--- src/inc/eecc_pkg.sv ---
// Shared constants, command codes and request carrier of the EEPROM command controller
package eecc_pkg;

	// Register byte addresses
	localparam logic [7:0] OFF_COMMAND   = 8'hb0;
	localparam logic [7:0] OFF_DATA      = 8'hb4;
	localparam logic [7:0] OFF_INT_STAT  = 8'hb8;
	localparam logic [7:0] OFF_INT_MASK  = 8'hbc;

	// Command register field positions
	localparam int BUSY_BIT     = 31;
	localparam int CMD_MSB      = 30;
	localparam int CMD_LSB      = 28;
	localparam int TIMEOUT_BIT  = 9;
	localparam int LOADED_BIT   = 8;
	localparam int ADDR_MSB     = 7;
	localparam int ADDR_LSB     = 0;

	// Interrupt status bits
	localparam int INT_DONE     = 0;
	localparam int INT_TIMEOUT  = 1;
	localparam int INT_RLFAIL   = 2;
	localparam int INT_W        = 3;

	// Reset values
	localparam logic [2:0] CMD_RESET   = 3'h0;
	localparam logic [7:0] ADDR_RESET  = 8'h00;
	localparam logic [7:0] DATA_RESET  = 8'h00;

	// Operation codes of the command field
	localparam logic [2:0] OP_READ       = 3'h0;
	localparam logic [2:0] OP_WR_DISABLE = 3'h1;
	localparam logic [2:0] OP_WR_ENABLE  = 3'h2;
	localparam logic [2:0] OP_WRITE      = 3'h3;
	localparam logic [2:0] OP_WRITE_ALL  = 3'h4;
	localparam logic [2:0] OP_ERASE      = 3'h5;
	localparam logic [2:0] OP_ERASE_ALL  = 3'h6;
	localparam logic [2:0] OP_RELOAD     = 3'h7;

	// Station address image
	localparam logic [7:0] SIGNATURE     = 8'ha5;
	localparam int         STATION_BYTES = 6;

	// Timing
	localparam int CLK_MHZ          = 50;
	localparam int CLK_PERIOD_NS    = 20;
	localparam int SK_HALF_NS       = 500;
	localparam int SK_HALF_CYCLES   = (SK_HALF_NS + CLK_PERIOD_NS - 1) / CLK_PERIOD_NS;
	localparam int TIMEOUT_US       = 30000;
	localparam int TIMEOUT_CYCLES   = TIMEOUT_US * CLK_MHZ;

	// Serial frame: start bit, two opcode bits, seven address bits, eight data bits
	localparam int FRAME_W = 18;

	typedef struct packed {
		logic [FRAME_W-1:0] frame;
		logic [4:0]         nout;
		logic               rd;
		logic               wait_rdy;
	} eecc_req_t;

	function automatic eecc_req_t eecc_build(input logic [2:0] op, input logic [6:0] addr,
		input logic [7:0] data);
		eecc_req_t r;
		r = '0;
		unique case (op)
			OP_READ, OP_RELOAD:
			begin
				r.frame = {3'b110, addr, 8'h00};
				r.nout  = 5'h0a;
				r.rd    = 1'b1;
			end
			OP_WR_DISABLE:
			begin
				r.frame = {3'b100, 7'h00, 8'h00};
				r.nout  = 5'h0a;
			end
			OP_WR_ENABLE:
			begin
				r.frame = {3'b100, 7'h60, 8'h00};
				r.nout  = 5'h0a;
			end
			OP_WRITE:
			begin
				r.frame    = {3'b101, addr, data};
				r.nout     = 5'h12;
				r.wait_rdy = 1'b1;
			end
			OP_WRITE_ALL:
			begin
				r.frame    = {3'b100, 7'h20, data};
				r.nout     = 5'h12;
				r.wait_rdy = 1'b1;
			end
			OP_ERASE:
			begin
				r.frame    = {3'b111, addr, 8'h00};
				r.nout     = 5'h0a;
				r.wait_rdy = 1'b1;
			end
			OP_ERASE_ALL:
			begin
				r.frame    = {3'b100, 7'h40, 8'h00};
				r.nout     = 5'h0a;
				r.wait_rdy = 1'b1;
			end
		endcase
		return r;
	endfunction

endpackage

--- src/logic/eecc_timer.sv ---
// Periodic cycle counter: pulses tick once every LIMIT cycles while run is high
`timescale 1ns/1ps
`default_nettype none
module eecc_timer #(
	parameter int unsigned LIMIT = 2
) (
	input  wire logic pclk,
	input  wire logic presetn,
	input  wire logic run,
	output logic      tick
);
	localparam int W = $clog2(LIMIT + 1);
	localparam logic [W-1:0] LAST = W'(LIMIT - 1);

	logic [W-1:0] count_reg;

	// Dropping run restarts the count so every window is full length
	always_ff @(posedge pclk or negedge presetn)
	begin
		if (!presetn)
			count_reg <= '0;
		else if (!run || count_reg == LAST)
			count_reg <= '0;
		else
			count_reg <= count_reg + W'(1);
	end

	always_ff @(posedge pclk or negedge presetn)
	begin
		if (!presetn)
			tick <= 1'b0;
		else
			tick <= run && count_reg == LAST;
	end
endmodule // eecc_timer
`default_nettype wire

--- src/logic/eecc_serial.sv ---
// Serial EEPROM frame engine: shifts a frame out, optionally a byte in, then for write and erase requests waits for ready
`timescale 1ns/1ps
`default_nettype none
module eecc_serial (
	input  wire logic              pclk,
	input  wire logic              presetn,
	input  wire logic              sk_tick,
	input  wire logic              start,
	input  wire logic              abort,
	input  wire eecc_pkg::eecc_req_t req,
	input  wire logic              ee_dout,
	output logic                   ee_cs,
	output logic                   ee_sk,
	output logic                   ee_din,
	output logic [7:0]             rdata,
	output logic                   done
);
	typedef enum logic [2:0] {S_IDLE, S_SHIFT, S_CSLOW, S_WAIT} eecc_ser_t;

	eecc_ser_t                     state_reg;
	logic [eecc_pkg::FRAME_W-1:0]  shift_reg;
	logic [4:0]                    idx_reg;
	logic [4:0]                    total_reg;
	logic [4:0]                    nout_reg;
	logic                          wait_reg;

	always_ff @(posedge pclk or negedge presetn)
	begin
		if (!presetn)
		begin
			state_reg <= S_IDLE;
			shift_reg <= '0;
			idx_reg   <= '0;
			total_reg <= '0;
			nout_reg  <= '0;
			wait_reg  <= 1'b0;
			ee_cs     <= 1'b0;
			ee_sk     <= 1'b0;
			ee_din    <= 1'b0;
			rdata     <= 8'h00;
			done      <= 1'b0;
		end
		else
		begin
			done <= 1'b0;
			if (abort)
			begin
				state_reg <= S_IDLE;
				ee_cs     <= 1'b0;
				ee_sk     <= 1'b0;
				ee_din    <= 1'b0;
			end
			else
			begin
				unique case (state_reg)
					S_IDLE:
					begin
						if (start)
						begin
							shift_reg <= req.frame;
							ee_din    <= req.frame[eecc_pkg::FRAME_W-1];
							nout_reg  <= req.nout;
							total_reg <= req.rd ? req.nout + 5'h08 : req.nout;
							wait_reg  <= req.wait_rdy;
							idx_reg   <= '0;
							ee_cs     <= 1'b1;
							state_reg <= S_SHIFT;
						end
					end
					S_SHIFT:
					begin
						if (sk_tick && !ee_sk)
						begin
							ee_sk <= 1'b1;
							// Device drives read data, sampled on the rising edge
							if (idx_reg >= nout_reg)
								rdata <= {rdata[6:0], ee_dout};
						end
						else if (sk_tick)
						begin
							ee_sk     <= 1'b0;
							idx_reg   <= idx_reg + 5'h01;
							shift_reg <= {shift_reg[eecc_pkg::FRAME_W-2:0], 1'b0};
							ee_din    <= shift_reg[eecc_pkg::FRAME_W-2];
							if (idx_reg + 5'h01 == total_reg)
							begin
								ee_cs     <= 1'b0;
								ee_din    <= 1'b0;
								state_reg <= wait_reg ? S_CSLOW : S_IDLE;
								done      <= !wait_reg;
							end
						end
					end
					S_CSLOW:
					begin
						// Chip select must drop once before the ready status is visible
						if (sk_tick)
						begin
							ee_cs     <= 1'b1;
							state_reg <= S_WAIT;
						end
					end
					S_WAIT:
					begin
						if (sk_tick && ee_dout)
						begin
							ee_cs     <= 1'b0;
							done      <= 1'b1;
							state_reg <= S_IDLE;
						end
					end
				endcase
			end
		end
	end
endmodule // eecc_serial
`default_nettype wire

--- src/logic/eecc_top.sv ---
// EEPROM command controller: APB registers, command sequencing, reload and timeout
//
// Chosen here: the APB register port.
`timescale 1ns/1ps
`default_nettype none
module eecc_top #(
	parameter int unsigned TIMEOUT_CYCLES = eecc_pkg::TIMEOUT_CYCLES
) (
	input  wire logic        pclk,
	input  wire logic        presetn,
	input  wire logic        psel,
	input  wire logic        penable,
	input  wire logic        pwrite,
	input  wire logic [7:0]  paddr,
	input  wire logic [31:0] pwdata,
	output logic [31:0]      prdata,
	output logic             pready,
	output logic             pslverr,
	output logic             irq,
	output logic             ee_cs,
	output logic             ee_sk,
	output logic             ee_din,
	input  wire logic        ee_dout,
	output logic [47:0]      station_addr,
	output logic             station_valid
);
	typedef enum logic [2:0] {T_IDLE, T_START, T_RUN, T_RL_START, T_RL_RUN} eecc_top_t;

	eecc_top_t                 state_reg;
	logic [2:0]                cmd_reg;
	logic [7:0]                addr_reg;
	logic [7:0]                eeprom_data_reg;
	logic                      controller_busy_bit;
	logic                      operation_timeout_flag;
	logic                      loaded_reg;
	logic [2:0]                rl_idx_reg;
	logic [eecc_pkg::INT_W-1:0] int_stat_reg;
	logic [eecc_pkg::INT_W-1:0] int_stat_next;
	logic [eecc_pkg::INT_W-1:0] int_mask_reg;
	logic [eecc_pkg::INT_W-1:0] int_event;
	eecc_pkg::eecc_req_t       req;
	logic                      sk_tick;
	logic                      to_tick;
	logic                      eng_start;
	logic                      eng_done;
	logic [7:0]                eng_rdata;
	logic                      op_running;
	logic                      acc;
	logic                      wr_acc;
	logic                      mapped;
	logic [31:0]               rd_mux;
	logic                      host_start;

	// APB answers one cycle into the access phase so read data comes from a flip-flop
	assign acc    = psel && penable && pready;
	assign wr_acc = acc && pwrite;
	assign mapped = paddr == eecc_pkg::OFF_COMMAND || paddr == eecc_pkg::OFF_DATA ||
		paddr == eecc_pkg::OFF_INT_STAT || paddr == eecc_pkg::OFF_INT_MASK;

	assign host_start = wr_acc && paddr == eecc_pkg::OFF_COMMAND && !controller_busy_bit &&
		pwdata[eecc_pkg::BUSY_BIT];

	assign op_running = state_reg == T_RUN || state_reg == T_RL_RUN;
	assign eng_start  = state_reg == T_START || state_reg == T_RL_START;

	always_comb
	begin
		if (state_reg == T_RL_START)
			req = eecc_pkg::eecc_build(eecc_pkg::OP_READ, 7'(rl_idx_reg), 8'h00);
		else
			req = eecc_pkg::eecc_build(cmd_reg, addr_reg[6:0], eeprom_data_reg);
	end

	eecc_timer #(
		.LIMIT (eecc_pkg::SK_HALF_CYCLES)
	) u_sk_div (
		.pclk    (pclk),
		.presetn (presetn),
		.run     (1'b1),
		.tick    (sk_tick)
	);

	// Counts only while an operation is in flight
	eecc_timer #(
		.LIMIT (TIMEOUT_CYCLES)
	) u_timeout (
		.pclk    (pclk),
		.presetn (presetn),
		.run     (op_running),
		.tick    (to_tick)
	);

	eecc_serial u_serial (
		.pclk    (pclk),
		.presetn (presetn),
		.sk_tick (sk_tick),
		.start   (eng_start),
		.abort   (to_tick),
		.req     (req),
		.ee_dout (ee_dout),
		.ee_cs   (ee_cs),
		.ee_sk   (ee_sk),
		.ee_din  (ee_din),
		.rdata   (eng_rdata),
		.done    (eng_done)
	);

	// Sequencer; reset lands in the station address load
	always_ff @(posedge pclk or negedge presetn)
	begin
		if (!presetn)
		begin
			state_reg  <= T_RL_START;
			rl_idx_reg <= 3'h0;
		end
		else
		begin
			unique case (state_reg)
				T_IDLE:
				begin
					if (host_start && pwdata[eecc_pkg::CMD_MSB:eecc_pkg::CMD_LSB] ==
						eecc_pkg::OP_RELOAD)
					begin
						rl_idx_reg <= 3'h0;
						state_reg  <= T_RL_START;
					end
					else if (host_start)
						state_reg <= T_START;
				end
				T_START:
					state_reg <= T_RUN;
				T_RUN:
				begin
					if (eng_done || to_tick)
						state_reg <= T_IDLE;
				end
				T_RL_START:
					state_reg <= T_RL_RUN;
				T_RL_RUN:
				begin
					if (to_tick)
						state_reg <= T_IDLE;
					else if (eng_done)
					begin
						if ((rl_idx_reg == 3'h0 && eng_rdata != eecc_pkg::SIGNATURE) ||
							rl_idx_reg == 3'(eecc_pkg::STATION_BYTES))
							state_reg <= T_IDLE;
						else
						begin
							rl_idx_reg <= rl_idx_reg + 3'h1;
							state_reg  <= T_RL_START;
						end
					end
				end
			endcase
		end
	end

	// Busy: set by reset and by a start, cleared only when the sequencer is back at rest
	always_ff @(posedge pclk or negedge presetn)
	begin
		if (!presetn)
			controller_busy_bit <= 1'b1;
		else if (host_start)
			controller_busy_bit <= 1'b1;
		else if ((state_reg == T_RUN || state_reg == T_RL_RUN) && to_tick)
			controller_busy_bit <= 1'b0;
		else if (state_reg == T_RUN && eng_done)
			controller_busy_bit <= 1'b0;
		else if (state_reg == T_RL_RUN && eng_done && ((rl_idx_reg == 3'h0 &&
			eng_rdata != eecc_pkg::SIGNATURE) || rl_idx_reg == 3'(eecc_pkg::STATION_BYTES)))
			controller_busy_bit <= 1'b0;
	end

	// Command and address fields are frozen while busy, so a stray write cannot corrupt a run
	always_ff @(posedge pclk or negedge presetn)
	begin
		if (!presetn)
		begin
			cmd_reg  <= eecc_pkg::CMD_RESET;
			addr_reg <= eecc_pkg::ADDR_RESET;
		end
		else if (wr_acc && paddr == eecc_pkg::OFF_COMMAND && !controller_busy_bit)
		begin
			cmd_reg  <= pwdata[eecc_pkg::CMD_MSB:eecc_pkg::CMD_LSB];
			addr_reg <= pwdata[eecc_pkg::ADDR_MSB:eecc_pkg::ADDR_LSB];
		end
	end

	always_ff @(posedge pclk or negedge presetn)
	begin
		if (!presetn)
			eeprom_data_reg <= eecc_pkg::DATA_RESET;
		else if (state_reg == T_RUN && eng_done && cmd_reg == eecc_pkg::OP_READ)
			eeprom_data_reg <= eng_rdata;
		else if (wr_acc && paddr == eecc_pkg::OFF_DATA && !controller_busy_bit)
			eeprom_data_reg <= pwdata[7:0];
	end

	always_ff @(posedge pclk or negedge presetn)
	begin
		if (!presetn)
			operation_timeout_flag <= 1'b0;
		else if (op_running && to_tick)
			operation_timeout_flag <= 1'b1;
		else if (host_start)
			operation_timeout_flag <= 1'b0;
	end

	// Station address image, valid only after a load that saw the signature
	always_ff @(posedge pclk or negedge presetn)
	begin
		if (!presetn)
		begin
			station_addr <= 48'h0;
			loaded_reg   <= 1'b0;
		end
		else if (state_reg == T_RL_RUN && eng_done)
		begin
			if (rl_idx_reg == 3'h0)
				loaded_reg <= 1'b0;
			else
				station_addr <= {eng_rdata, station_addr[47:8]};
			if (rl_idx_reg == 3'(eecc_pkg::STATION_BYTES))
				loaded_reg <= 1'b1;
		end
		else if (state_reg == T_RL_RUN && to_tick)
			loaded_reg <= 1'b0;
	end

	always_ff @(posedge pclk or negedge presetn)
	begin
		if (!presetn)
			station_valid <= 1'b0;
		else
			station_valid <= loaded_reg;
	end

	// Interrupt events; a set in the same cycle as a clear wins
	always_comb
	begin
		int_event = '0;
		int_event[eecc_pkg::INT_DONE]    = controller_busy_bit && !host_start &&
			(state_reg == T_RUN || state_reg == T_RL_RUN) && (eng_done || to_tick);
		int_event[eecc_pkg::INT_TIMEOUT] = op_running && to_tick;
		int_event[eecc_pkg::INT_RLFAIL]  = state_reg == T_RL_RUN && ((eng_done &&
			rl_idx_reg == 3'h0 && eng_rdata != eecc_pkg::SIGNATURE) || to_tick);
		int_stat_next = int_stat_reg;
		if (wr_acc && paddr == eecc_pkg::OFF_INT_STAT)
			int_stat_next = int_stat_next & ~pwdata[eecc_pkg::INT_W-1:0];
		int_stat_next = int_stat_next | int_event;
	end

	always_ff @(posedge pclk or negedge presetn)
	begin
		if (!presetn)
			int_stat_reg <= '0;
		else
			int_stat_reg <= int_stat_next;
	end

	always_ff @(posedge pclk or negedge presetn)
	begin
		if (!presetn)
			int_mask_reg <= '0;
		else if (wr_acc && paddr == eecc_pkg::OFF_INT_MASK)
			int_mask_reg <= pwdata[eecc_pkg::INT_W-1:0];
	end

	always_ff @(posedge pclk or negedge presetn)
	begin
		if (!presetn)
			irq <= 1'b0;
		else
			irq <= |(int_stat_next & int_mask_reg);
	end

	always_comb
	begin
		rd_mux = 32'h0000_0000;
		unique case (paddr)
			eecc_pkg::OFF_COMMAND:
			begin
				rd_mux[eecc_pkg::BUSY_BIT]                  = controller_busy_bit;
				rd_mux[eecc_pkg::CMD_MSB:eecc_pkg::CMD_LSB] = cmd_reg;
				rd_mux[eecc_pkg::TIMEOUT_BIT]               = operation_timeout_flag;
				rd_mux[eecc_pkg::LOADED_BIT]                = loaded_reg;
				rd_mux[eecc_pkg::ADDR_MSB:eecc_pkg::ADDR_LSB] = addr_reg;
			end
			eecc_pkg::OFF_DATA:     rd_mux[7:0] = eeprom_data_reg;
			eecc_pkg::OFF_INT_STAT: rd_mux[eecc_pkg::INT_W-1:0] = int_stat_reg;
			eecc_pkg::OFF_INT_MASK: rd_mux[eecc_pkg::INT_W-1:0] = int_mask_reg;
			default:                rd_mux = 32'h0000_0000;
		endcase
	end

	// One wait state: pready rises in the second access cycle, then drops
	always_ff @(posedge pclk or negedge presetn)
	begin
		if (!presetn)
		begin
			pready  <= 1'b0;
			pslverr <= 1'b0;
			prdata  <= 32'h0000_0000;
		end
		else
		begin
			pready  <= psel && penable && !pready;
			pslverr <= psel && penable && !pready && !mapped;
			if (psel && penable && !pready && !pwrite)
				prdata <= rd_mux;
		end
	end
endmodule // eecc_top
`default_nettype wire

--- config.mk ---
export PLATFORM = sky130hd
export DESIGN_NAME = eecc_top
export DESIGN_NICKNAME = d
export VERILOG_FILES = /design/src/inc/eecc_pkg.sv /design/src/logic/eecc_timer.sv /design/src/logic/eecc_serial.sv /design/src/logic/eecc_top.sv
export SDC_FILE = /design/constraint.sdc
export NUM_CORES = 1
export LEC_CHECK = 0
export BUFFER_PORTS_ARGS = -buffer_cell sky130_fd_sc_hd__buf_2
export CAP_MARGIN = 40
export CORE_MARGIN = 5
export CORE_UTILIZATION = 60
export DETAILED_ROUTE_END_ITERATION = 10
export GPL_TIMING_DRIVEN = 0
export PLACE_DENSITY = 0.92
export SLEW_MARGIN = 20
export SYNTH_ARGS = -nofsm -noshare
export SYNTH_HDL_FRONTEND = slang
export SYNTH_HIERARCHICAL = 1
export SYNTH_SLANG_ARGS = --single-unit
export TNS_END_PERCENT = 1
--- constraint.sdc ---
create_clock -name pclk -period 6.4 [get_ports pclk]
set_clock_uncertainty 0.2 [all_clocks]
set_input_delay 0.64 -clock pclk [delete_from_list [all_inputs] [get_ports pclk]]
set_output_delay 0.64 -clock pclk [all_outputs]
set_load 0.005 [all_outputs]
Word level (Yosys, flattened, before mapping)

Index checks and enable logic that the tools add are counted.

Register bits: 176
Bits of input ports: 46
Word-level logic and storage cells: 234

Add/sub/neg operators: 5
$lt $le $gt $ge: 1
Equality and inequality tests: 41
Muxes and demuxes: 77
Bitwise gates (word level): 6
Reduce and logical (&&, ||, !) cells: 73

Operator list:

| kind                    | count |
|---|---|
| $pmux W23 S7            | 1 |
| $mux W17                | 3 |
| $mux W3                 | 17 |
| $pmux W17 S2            | 1 |
| $mux W1                 | 33 |
| $eq A8 B8 Y1 const B    | 4 |
| $logic_and A1 B1 Y1     | 30 |
| $mux W25                | 1 |
| $mux W5                 | 5 |
| $pmux W3 S4             | 2 |
| $add A21 B1 Y21 const B | 1 |
| $eq A21 B21 Y1 const B  | 1 |
| $eq A3 B3 Y1 const B    | 7 |
| $mux W21                | 1 |
| $pmux W5 S2             | 2 |
| $eq A3 B2 Y1 const B    | 6 |
| $mux W8                 | 2 |
| $ne A3 B3 Y1 const B    | 5 |
| $pmux W3 S5             | 1 |
| $logic_not A3 Y1        | 4 |
| $ne A2 B2 Y1 const B    | 6 |
| $reduce_bool A2 Y1      | 6 |
| $add A5 B1 Y5 const B   | 2 |
| $reduce_and A5 Y1       | 2 |
| other kinds (30)        | 60 |

Longest topological paths before layout

Gate-level depths: netlist of the first run.

Depth after elaboration: 13
Gate-level depth with buffers: 9
Mapped depth without buffers: 7

Cells and area by module

Netlist of the first run, hierarchy kept.

Modules (own cells, without submodules):

| module                  | instances | cells an instance | area each (um^2) | seq. area each (um^2) |
|---|---|---|---|---|
| eecc_top                | 1         | 404               | 4907.2           | 2506.2 |
| eecc_serial             | 1         | 280               | 2431.1           | 1076.0 |
| eecc_timer at u_timeout | 1         | 109               | 1102.3           | 550.5 |
| eecc_timer at u_sk_div  | 1         | 24                | 310.3            | 150.1 |

Worst setup path after synthesis of the first run

No wires, ideal clock.

Kind: input to register
From: input port paddr[3]
To: register addr_reg[1]
Arrival: 1.852 ns
Slack: 4.223 ns
Stages on the path: 5
Path buffers: 2
Cell sequence: buf_2 > nor4b_2 > and3_1 > buf_4 > mux2_2

Longest elaborated chain between the ends: 3

RTL lines:

| what                              | line            | text |
|---|---|---|
| from (decl)                       | eecc_top.sv:14  | `input wire logic [7:0] paddr,` |
| $eq A8 B8 Y1                      | eecc_top.sv:183 | `else if (wr_acc && paddr == eecc_pkg::OFF_COMMAND && !controller_busy_bit)` |
| $logic_and A1 B1 Y1 (2 in series) | eecc_top.sv:183 |  |
| to (signal assigned)              | eecc_top.sv:181 | `addr_reg <= eecc_pkg::ADDR_RESET;` |
| to (signal assigned)              | eecc_top.sv:186 | `addr_reg <= pwdata[eecc_pkg::ADDR_MSB:eecc_pkg::ADDR_LSB];` |
| to (decl)                         | eecc_top.sv:31  | `logic [7:0] addr_reg;` |

No other way between the ends.
A chain may end at the register's enable or synchronous reset.

==> impl_results.md, run 1 <==
* Synth unique cells at 80
* Via count at just under 7,000
* Layout cells sized above 1 at 0.271
* Area leader, netlist: dfrtp_1
* Multi-input logic area at slightly above 4000 um2
* Util after Layout at 0.704
* FF+latch count, synth at about 170
* CTS Sinks at around 170
* Largest net degree at the start of global routing at 65
* Final Hold Vio Count at 0
* Inserted Diodes at 0
* Core area at 14,400 um2
* Max-Cap Viols at 0
* Int Pwr at 1.61 mW
* Worst path slowest cell: dfstp_2
* Layout area overhead at 16.0%
* Sw power at 0.476 mW
* Critical path endpoint category: register
* Post-Syn Area per Cell at roughly 11 um2
* Initial antenna violation count at 0
* Clock power share at 0.448
* Final setup vio count at 0
* IO buf count at 93
* CTS tree: built
* H-tree Lvls at 4
* Final min period at around 2.8 ns
* Final nets at a little over 1,000
* Worst min path class: input pin to register
* Total gr overflow at 0
* Post-route ant nets at 0
* Post-synth top area share at 0.480
* CP required at roughly 6.5 ns
* Hold Buf Count CTS at 1
* Largest register FFs at 48
* Bufs on Longest Clock Path at 2
* Wl on met1 at about 8 mm
* Clock latency on the worst-skew pair at roughly 0.43 ns
* First-pass GRT wire length at ~33 mm
* Met3 wire length at around 1.1 mm
* RSZ-0062 raised after global routing: no
* Fillers at ~1,000
* Starting Density at 0.607
* Syn Std Cell Area at roughly 8800 um2
* Routed wire length on met2 at 10.2 mm
* Gate power share at 0.032
* Post-synth ARST share at 1.00
* Top sig layer: met4
* WS Path Type: register to register
* GRT Total Usage at 0.244
* Ys flop type: dfrtp_1
* Slew Limit Fails at 0
* Routability cong. at approximately 0.88
* Die W at roughly 130 um
* Synthesis warning total at 6
* Startpoint types: register
* Area contributors post-synth: dfrtp_1 (48%), mux2_2 (5.7%), mux2_4 (3.4%)
* Flop pwr share at 0.520
* Leak pwr at roughly 5.0 nW
* Drt wl/cell at roughly 17 um
* Inserted Clock Buffers at 17
* Die height at approximately 130 um
* FMAX at about 360 MHz
* 1st-pass router iterations at 5
* Register area at between 4000 and 5000 um2
* Root buffer selected by CTS: clkbuf_16
* Switching share of power at 0.228
* Initial DRC count at ~680
* Post-CTS Setup Inserts at 0
* Die footprint at approximately 17,000 um2
* Slew headroom at 0.539
* Vias/cell at approximately 6
* Vias in the first global route at between 6,000 and 7,000
* Critical Path AT at 2.91 ns
* Seq/Total Area, Yosys at 0.489
* Setup tns final at 0 ns
* Max VDD drop at ~0.00017 V
* Max incr delay on CP at around 0.61 ns
* Post-synth EDFFs at 0
* Cell count after synthesis at 817
* Clock transition at path regs at 0.07 ns
* Post-CTS sizing at 0
* Cell Chain, Critical Path: buf_2 > nor2b_1 > nand2b_1 > nor3_1 > clkbuf_1 > nand2_1 > o21ai_0
* Measured slew at the worst slew-check pin at 0.686 ns
* Drt total wl at 20.0 mm
* Status: finished, final reports clean
* Final period util at 0.434
* Pwr per Cell Area at 206 nW/um2
* Critical path fanouts, max at 10
* # IOs at approximately 130
* DPL Wire Length at 14.2 mm
* Row count at 44
* Number of remaining DRC errors at 0
-- cells in the final DEF, fill, tap and decap left out, types with 15 or more instances in the layout --
master and instances:
a21oi_1 33, a31oi_1 21, and2_1 16, buf_2 107, buf_4 21, clkbuf_1 18
clkbuf_16 17, conb_1 28, dfrtp_1 168, inv_1 31, mux2_2 44, mux2_4 20
mux2i_1 15, nand2_1 80, nand3_1 41, nor2_1 53, o21ai_0 28
-- synthesized netlist by cell type, drive strengths merged (4+ instances only) --
cell	count
nor2	53
xor2	13
o22ai	4
buf	42
nand3	42
and4	9
nor2b	9
o31ai	5
a31oi	21
or3	8
a211o	10
o211ai	6
dfrtp	168
a32oi	5
nand2b	8
nor3	7
inv	31
xnor2	12
and3	13
mux2	64
clkbuf	18
a21o	4
or4	5
a21oi	34
ha	12
and2	18
nor4	4
nand2	80
nor3b	6
mux2i	15
o21ai	28
nand4	11
nor4b	4
a22o	7
-- logic make-up (layout without fill, tap and decap cells) --
| logic type | Yosys count | after routing | synth area share |
|---|---|---|---|
| simple gates | 294 | 294 | 0.185 |
| flops | 171 | 171 | 0.489 |
| compound gates | 139 | 139 | 0.108 |
| buf+inv | 91 | 218 | 0.0553 |
| mux | 82 | 82 | 0.116 |
| xor+xnor | 26 | 26 | 0.0285 |
| fa+ha+maj | 12 | 12 | 0.0172 |
| other cells | 2 | 28 | 0.000858 |
-- routing by layer --
metal	track usage	up-vias
met5	0	-
met4	0.104	0
met3	0.0496	58
met2	0.405	289
met1	0.312	3373
li1	-	3161
-- final timing paths --
check	start	endpoint	slack [ns]	depth (start not counted)
setup / recovery	state_reg[0]$_DFFE_PN1P_	u_serial/nout_reg[3]$_DFFE_PN0P_	3.62	7
hold / removal	pwdata[29]	cmd_reg[1]$_DFFE_PN0N_	0.28	2
setup reg to reg	state_reg[0]$_DFFE_PN1P_	u_serial/nout_reg[3]$_DFFE_PN0P_	3.62	7
hold reg to reg	u_timeout/count_reg[0]$_DFF_PN0_	u_timeout/count_reg[0]$_DFF_PN0_	0.28	1
max in group asynchronous	presetn	u_serial/shift_reg[12]$_DFFE_PN0P_	4.87	3
min in group asynchronous	presetn	u_timeout/count_reg[4]$_DFF_PN0_	0.50	2
-- power by group through the flow --
stage                     clock (mW)  combinational, mW  sequential, mW
final                          0.936             0.0678            1.09
after global routing           0.995             0.0771            1.09
after CTS                      0.952             0.0681            1.09
after detailed placement           0             0.0671            1.11
after global placement             0             0.0607            1.11
after floorplan                    0             0.0254            1.11
-- final cells by class --
class / count / area share
plain buffers: 60 / 0.0362
clock buffers: 18 / 0.0433
clock inverters: 13 / 0.00924
inverters: 31 / 0.0115
multi-input cells: 581 / 0.402
flip-flops and latches: 171 / 0.422
well taps: 184 / 0.0227
repair buffers: 96 / 0.0532
-- metrics by stage --
step	power, mW	hold slack [ns]	setup slack [ns]	instance area (um2)	cells
floorplan	1.13	0.144	4.22	8850	843
global placement	1.17	0.261	1.97	9540	1120
detailed placement	1.17	0.280	3.75	9610	1122
CTS	2.11	0.259	3.71	10200	1154
global route	2.16	0.262	3.46	10200	1154
finish	2.09	0.275	3.62	10200	1154
-- worst max-delay path: cells and delay by family (launching register included) --
family,cells,cell delay [ns]
flip-flops,1,0.61
AND/OR/NAND/NOR,4,1.12
buffers and inverters,2,0.63
AO/OA/AOI/OAI,1,0.12
No activity file was read; power rests on OpenSTA's default activity.
==> run 2: changes to the inputs <==
Settings changed: CORE_UTILIZATION 60 to 57, PLACE_DENSITY 0.92 to 0.88.
Clock period 6.4 ns to 2.8 ns, I/O delays scaled along.
==> run 2 against run 1 <==
Compared with the run above:
- global-route usage down 0.15 points
- cell area rose by 1.6%
- count of clock-buffer cells in the layout decreased by 1
- worst setup slack worse by 3.4 ns
- critical path depth did not move
- first-iteration DRC count is 2.1% higher
- critical path type unchanged
==> impl_results.md, run 2 (synthesis results as in run 1) <==
* Status: finished, final reports clean
* GRT Total Usage at 0.242
* Clock latency on the worst-skew pair at 0.45 ns
* Setup tns final at 0 ns
* Die footprint at approximately 18,000 um2
* WS Path Type: register to register
* Cell Chain, Critical Path: buf_2 > nor2b_1 > nand2b_1 > a211oi_2 > buf_2 > nor2_1 > a31oi_1
* Clock transition at path regs at roughly 0.07 ns
* CP required at around 3.0 ns
* Critical Path AT at 2.76 ns
* Startpoint types: register
* Critical path endpoint category: register
* Die W at between 100 and 150 um
* Max VDD drop at 0.000456 V
* Number of remaining DRC errors at 0
* Drt total wl at 21.6 mm
* Via count at just over 7,000
* Final nets at between 1,000 and 1,500
* Slew headroom at 0.499
* Util after Layout at 0.681
* Core area at around 15,000 um2
* Bufs on Longest Clock Path at 2
* Critical path fanouts, max at 10
* Vias/cell at 6.01
* Setup WS post-layout at around 0.21 ns
* Starting Density at 0.578
* Root buffer selected by CTS: clkbuf_16
* FMAX at a little under 400 MHz
* Worst R2R Start: state_reg[0]$_DFFE_PN1P_
* Final period util at 0.925
* Inserted Diodes at 0
* Final setup vio count at 0
* Hold Path End: int_stat_reg[0]$_DFF_PN0_
* Worst path slowest cell: dfstp_2
* 1st-pass router iterations at 6
* Largest net degree at the start of global routing at about 100
* WHS Path Cells at 3
* Leak pwr at 5.10 nW
* Row count at between 40 and 50
* Die height at 134 um
* Slew Limit Fails at 0
* IO buf count at 93
* R2R setup slack at 0.21 ns
* Initial DRC count at between 600 and 700
* Commonest non-fill, non-tap cell in the layout: dfrtp_1
* HP Start: paddr[3]
* H-tree Lvls at 4
* Post-Place Setup Slack at approximately 0.14 ns
* CTS tree: built
* Post-route ant nets at 0
* Layout cells sized above 1 at 0.268
* FF-to-FF End: u_serial/shift_reg[15]$_DFFE_PN0P_
* Leading cell types in the layout, fill and taps excluded: dfrtp_1 (168), buf_2 (107), nand2_1 (80)
* Measured slew at the worst slew-check pin at 0.751 ns
* Pwr per Cell Area at about 480 nW/um2
* Worst min path class: input pin to register
* Layout area overhead at 17.9%
* Vias in the first global route at 6,828
* Routability cong. at 0.877
* Drt wl/cell at approximately 18 um
* RSZ-0062 raised after global routing: yes
* Max incr delay on CP at about 0.60 ns
* Initial antenna violation count at 0
* Final min period at around 2.6 ns
* CTS Sinks at approximately 170
* DPL Wire Length at ~14 mm
* Most used cell, CP: buf_2
* Max-Cap Viols at 0
* Final Hold Vio Count at 0
* First-pass GRT wire length at ~35 mm
* Total gr overflow at 0
* R2r worst-path depth at 7
* Power, Total at 4.96 mW
* # IOs at ~130
* Largest register FFs at 48
* Inserted Clock Buffers at 17
==> run 2: worst max path at each step <==
stage                                    endpoint                             from  cells past startpoint
3_5_place_dp     u_serial/nout_reg[4]$_DFFE_PN0P_         state_reg[0]$_DFFE_PN1P_                      6
5_1_grt         u_serial/shift_reg[5]$_DFFE_PN0P_         state_reg[0]$_DFFE_PN1P_                      7
3_3_place_gp                prdata[4]$_DFFE_PN0P_                          presetn                      1
2_1_floorplan       u_serial/rdata[0]$_DFFE_PN0P_  u_serial/idx_reg[0]$_DFFE_PN0P_                      8
6_report       u_serial/shift_reg[15]$_DFFE_PN0P_         state_reg[0]$_DFFE_PN1P_                      7
4_1_cts          u_serial/nout_reg[4]$_DFFE_PN0P_         state_reg[0]$_DFFE_PN1P_                      6
==> run 2: what timing repair did <==
| action | CTS | global route |
|---|---|---|
| setup endpoints to repair | 0 | 6 |
| hold buffers | 15 | 0 |
| resized for setup | 0 | 1 |
| setup buffers | 0 | 0 |
| hold endpoints to repair | 117 | 0 |
==> run 2: area by class of cell <==
type | count | area, um2
repair buffers | 109 | 653
clock inverters | 15 | 149
plain buffers | 60 | 368
well taps | 188 | 235
inverters | 31 | 116
fillers | 1068 | 4830
clock buffers | 17 | 425
multi-input cells | 581 | 4090
flip-flops and latches | 171 | 4280
==> run 2: stage by stage <==
stage / std cells / hold slack (ns) / cell area (um2)
finish: 1172 / 0.0449 / 10300
global route: 1172 / 0.0521 / 10300
CTS: 1172 / 0.0328 / 10300
detailed placement: 1125 / 0.177 / 9590
global placement: 1124 / 0.259 / 9550
floorplan: 843 / -0.216 / 8850
==> run 2: layer usage <==
metal  track usage  wire length [um]
met1         0.300              8450
met2         0.406             11200
met3        0.0604              1220
met4         0.102               729
met5             0                 0
==> run 2: report_power, final <==
part / internal [mW] / switching (mW) / total [mW] / leakage, nW
Combinational: 0.0683 / 0.102 / 0.170 / 2.55
Clock: 1.18 / 1.13 / 2.31 / 0.277
Sequential: 2.47 / 0.00646 / 2.48 / 2.28
Total: 3.73 / 1.23 / 4.96 / 5.10
==> run 2: critical path: cells and delay by family, from the launching register on <==
kind | cells | cell delay, ns
buffers and inverters | 2 | 0.55
and+or+nand+nor | 3 | 0.53
DFF | 1 | 0.60
AOI/OAI and AO/OA | 2 | 0.64
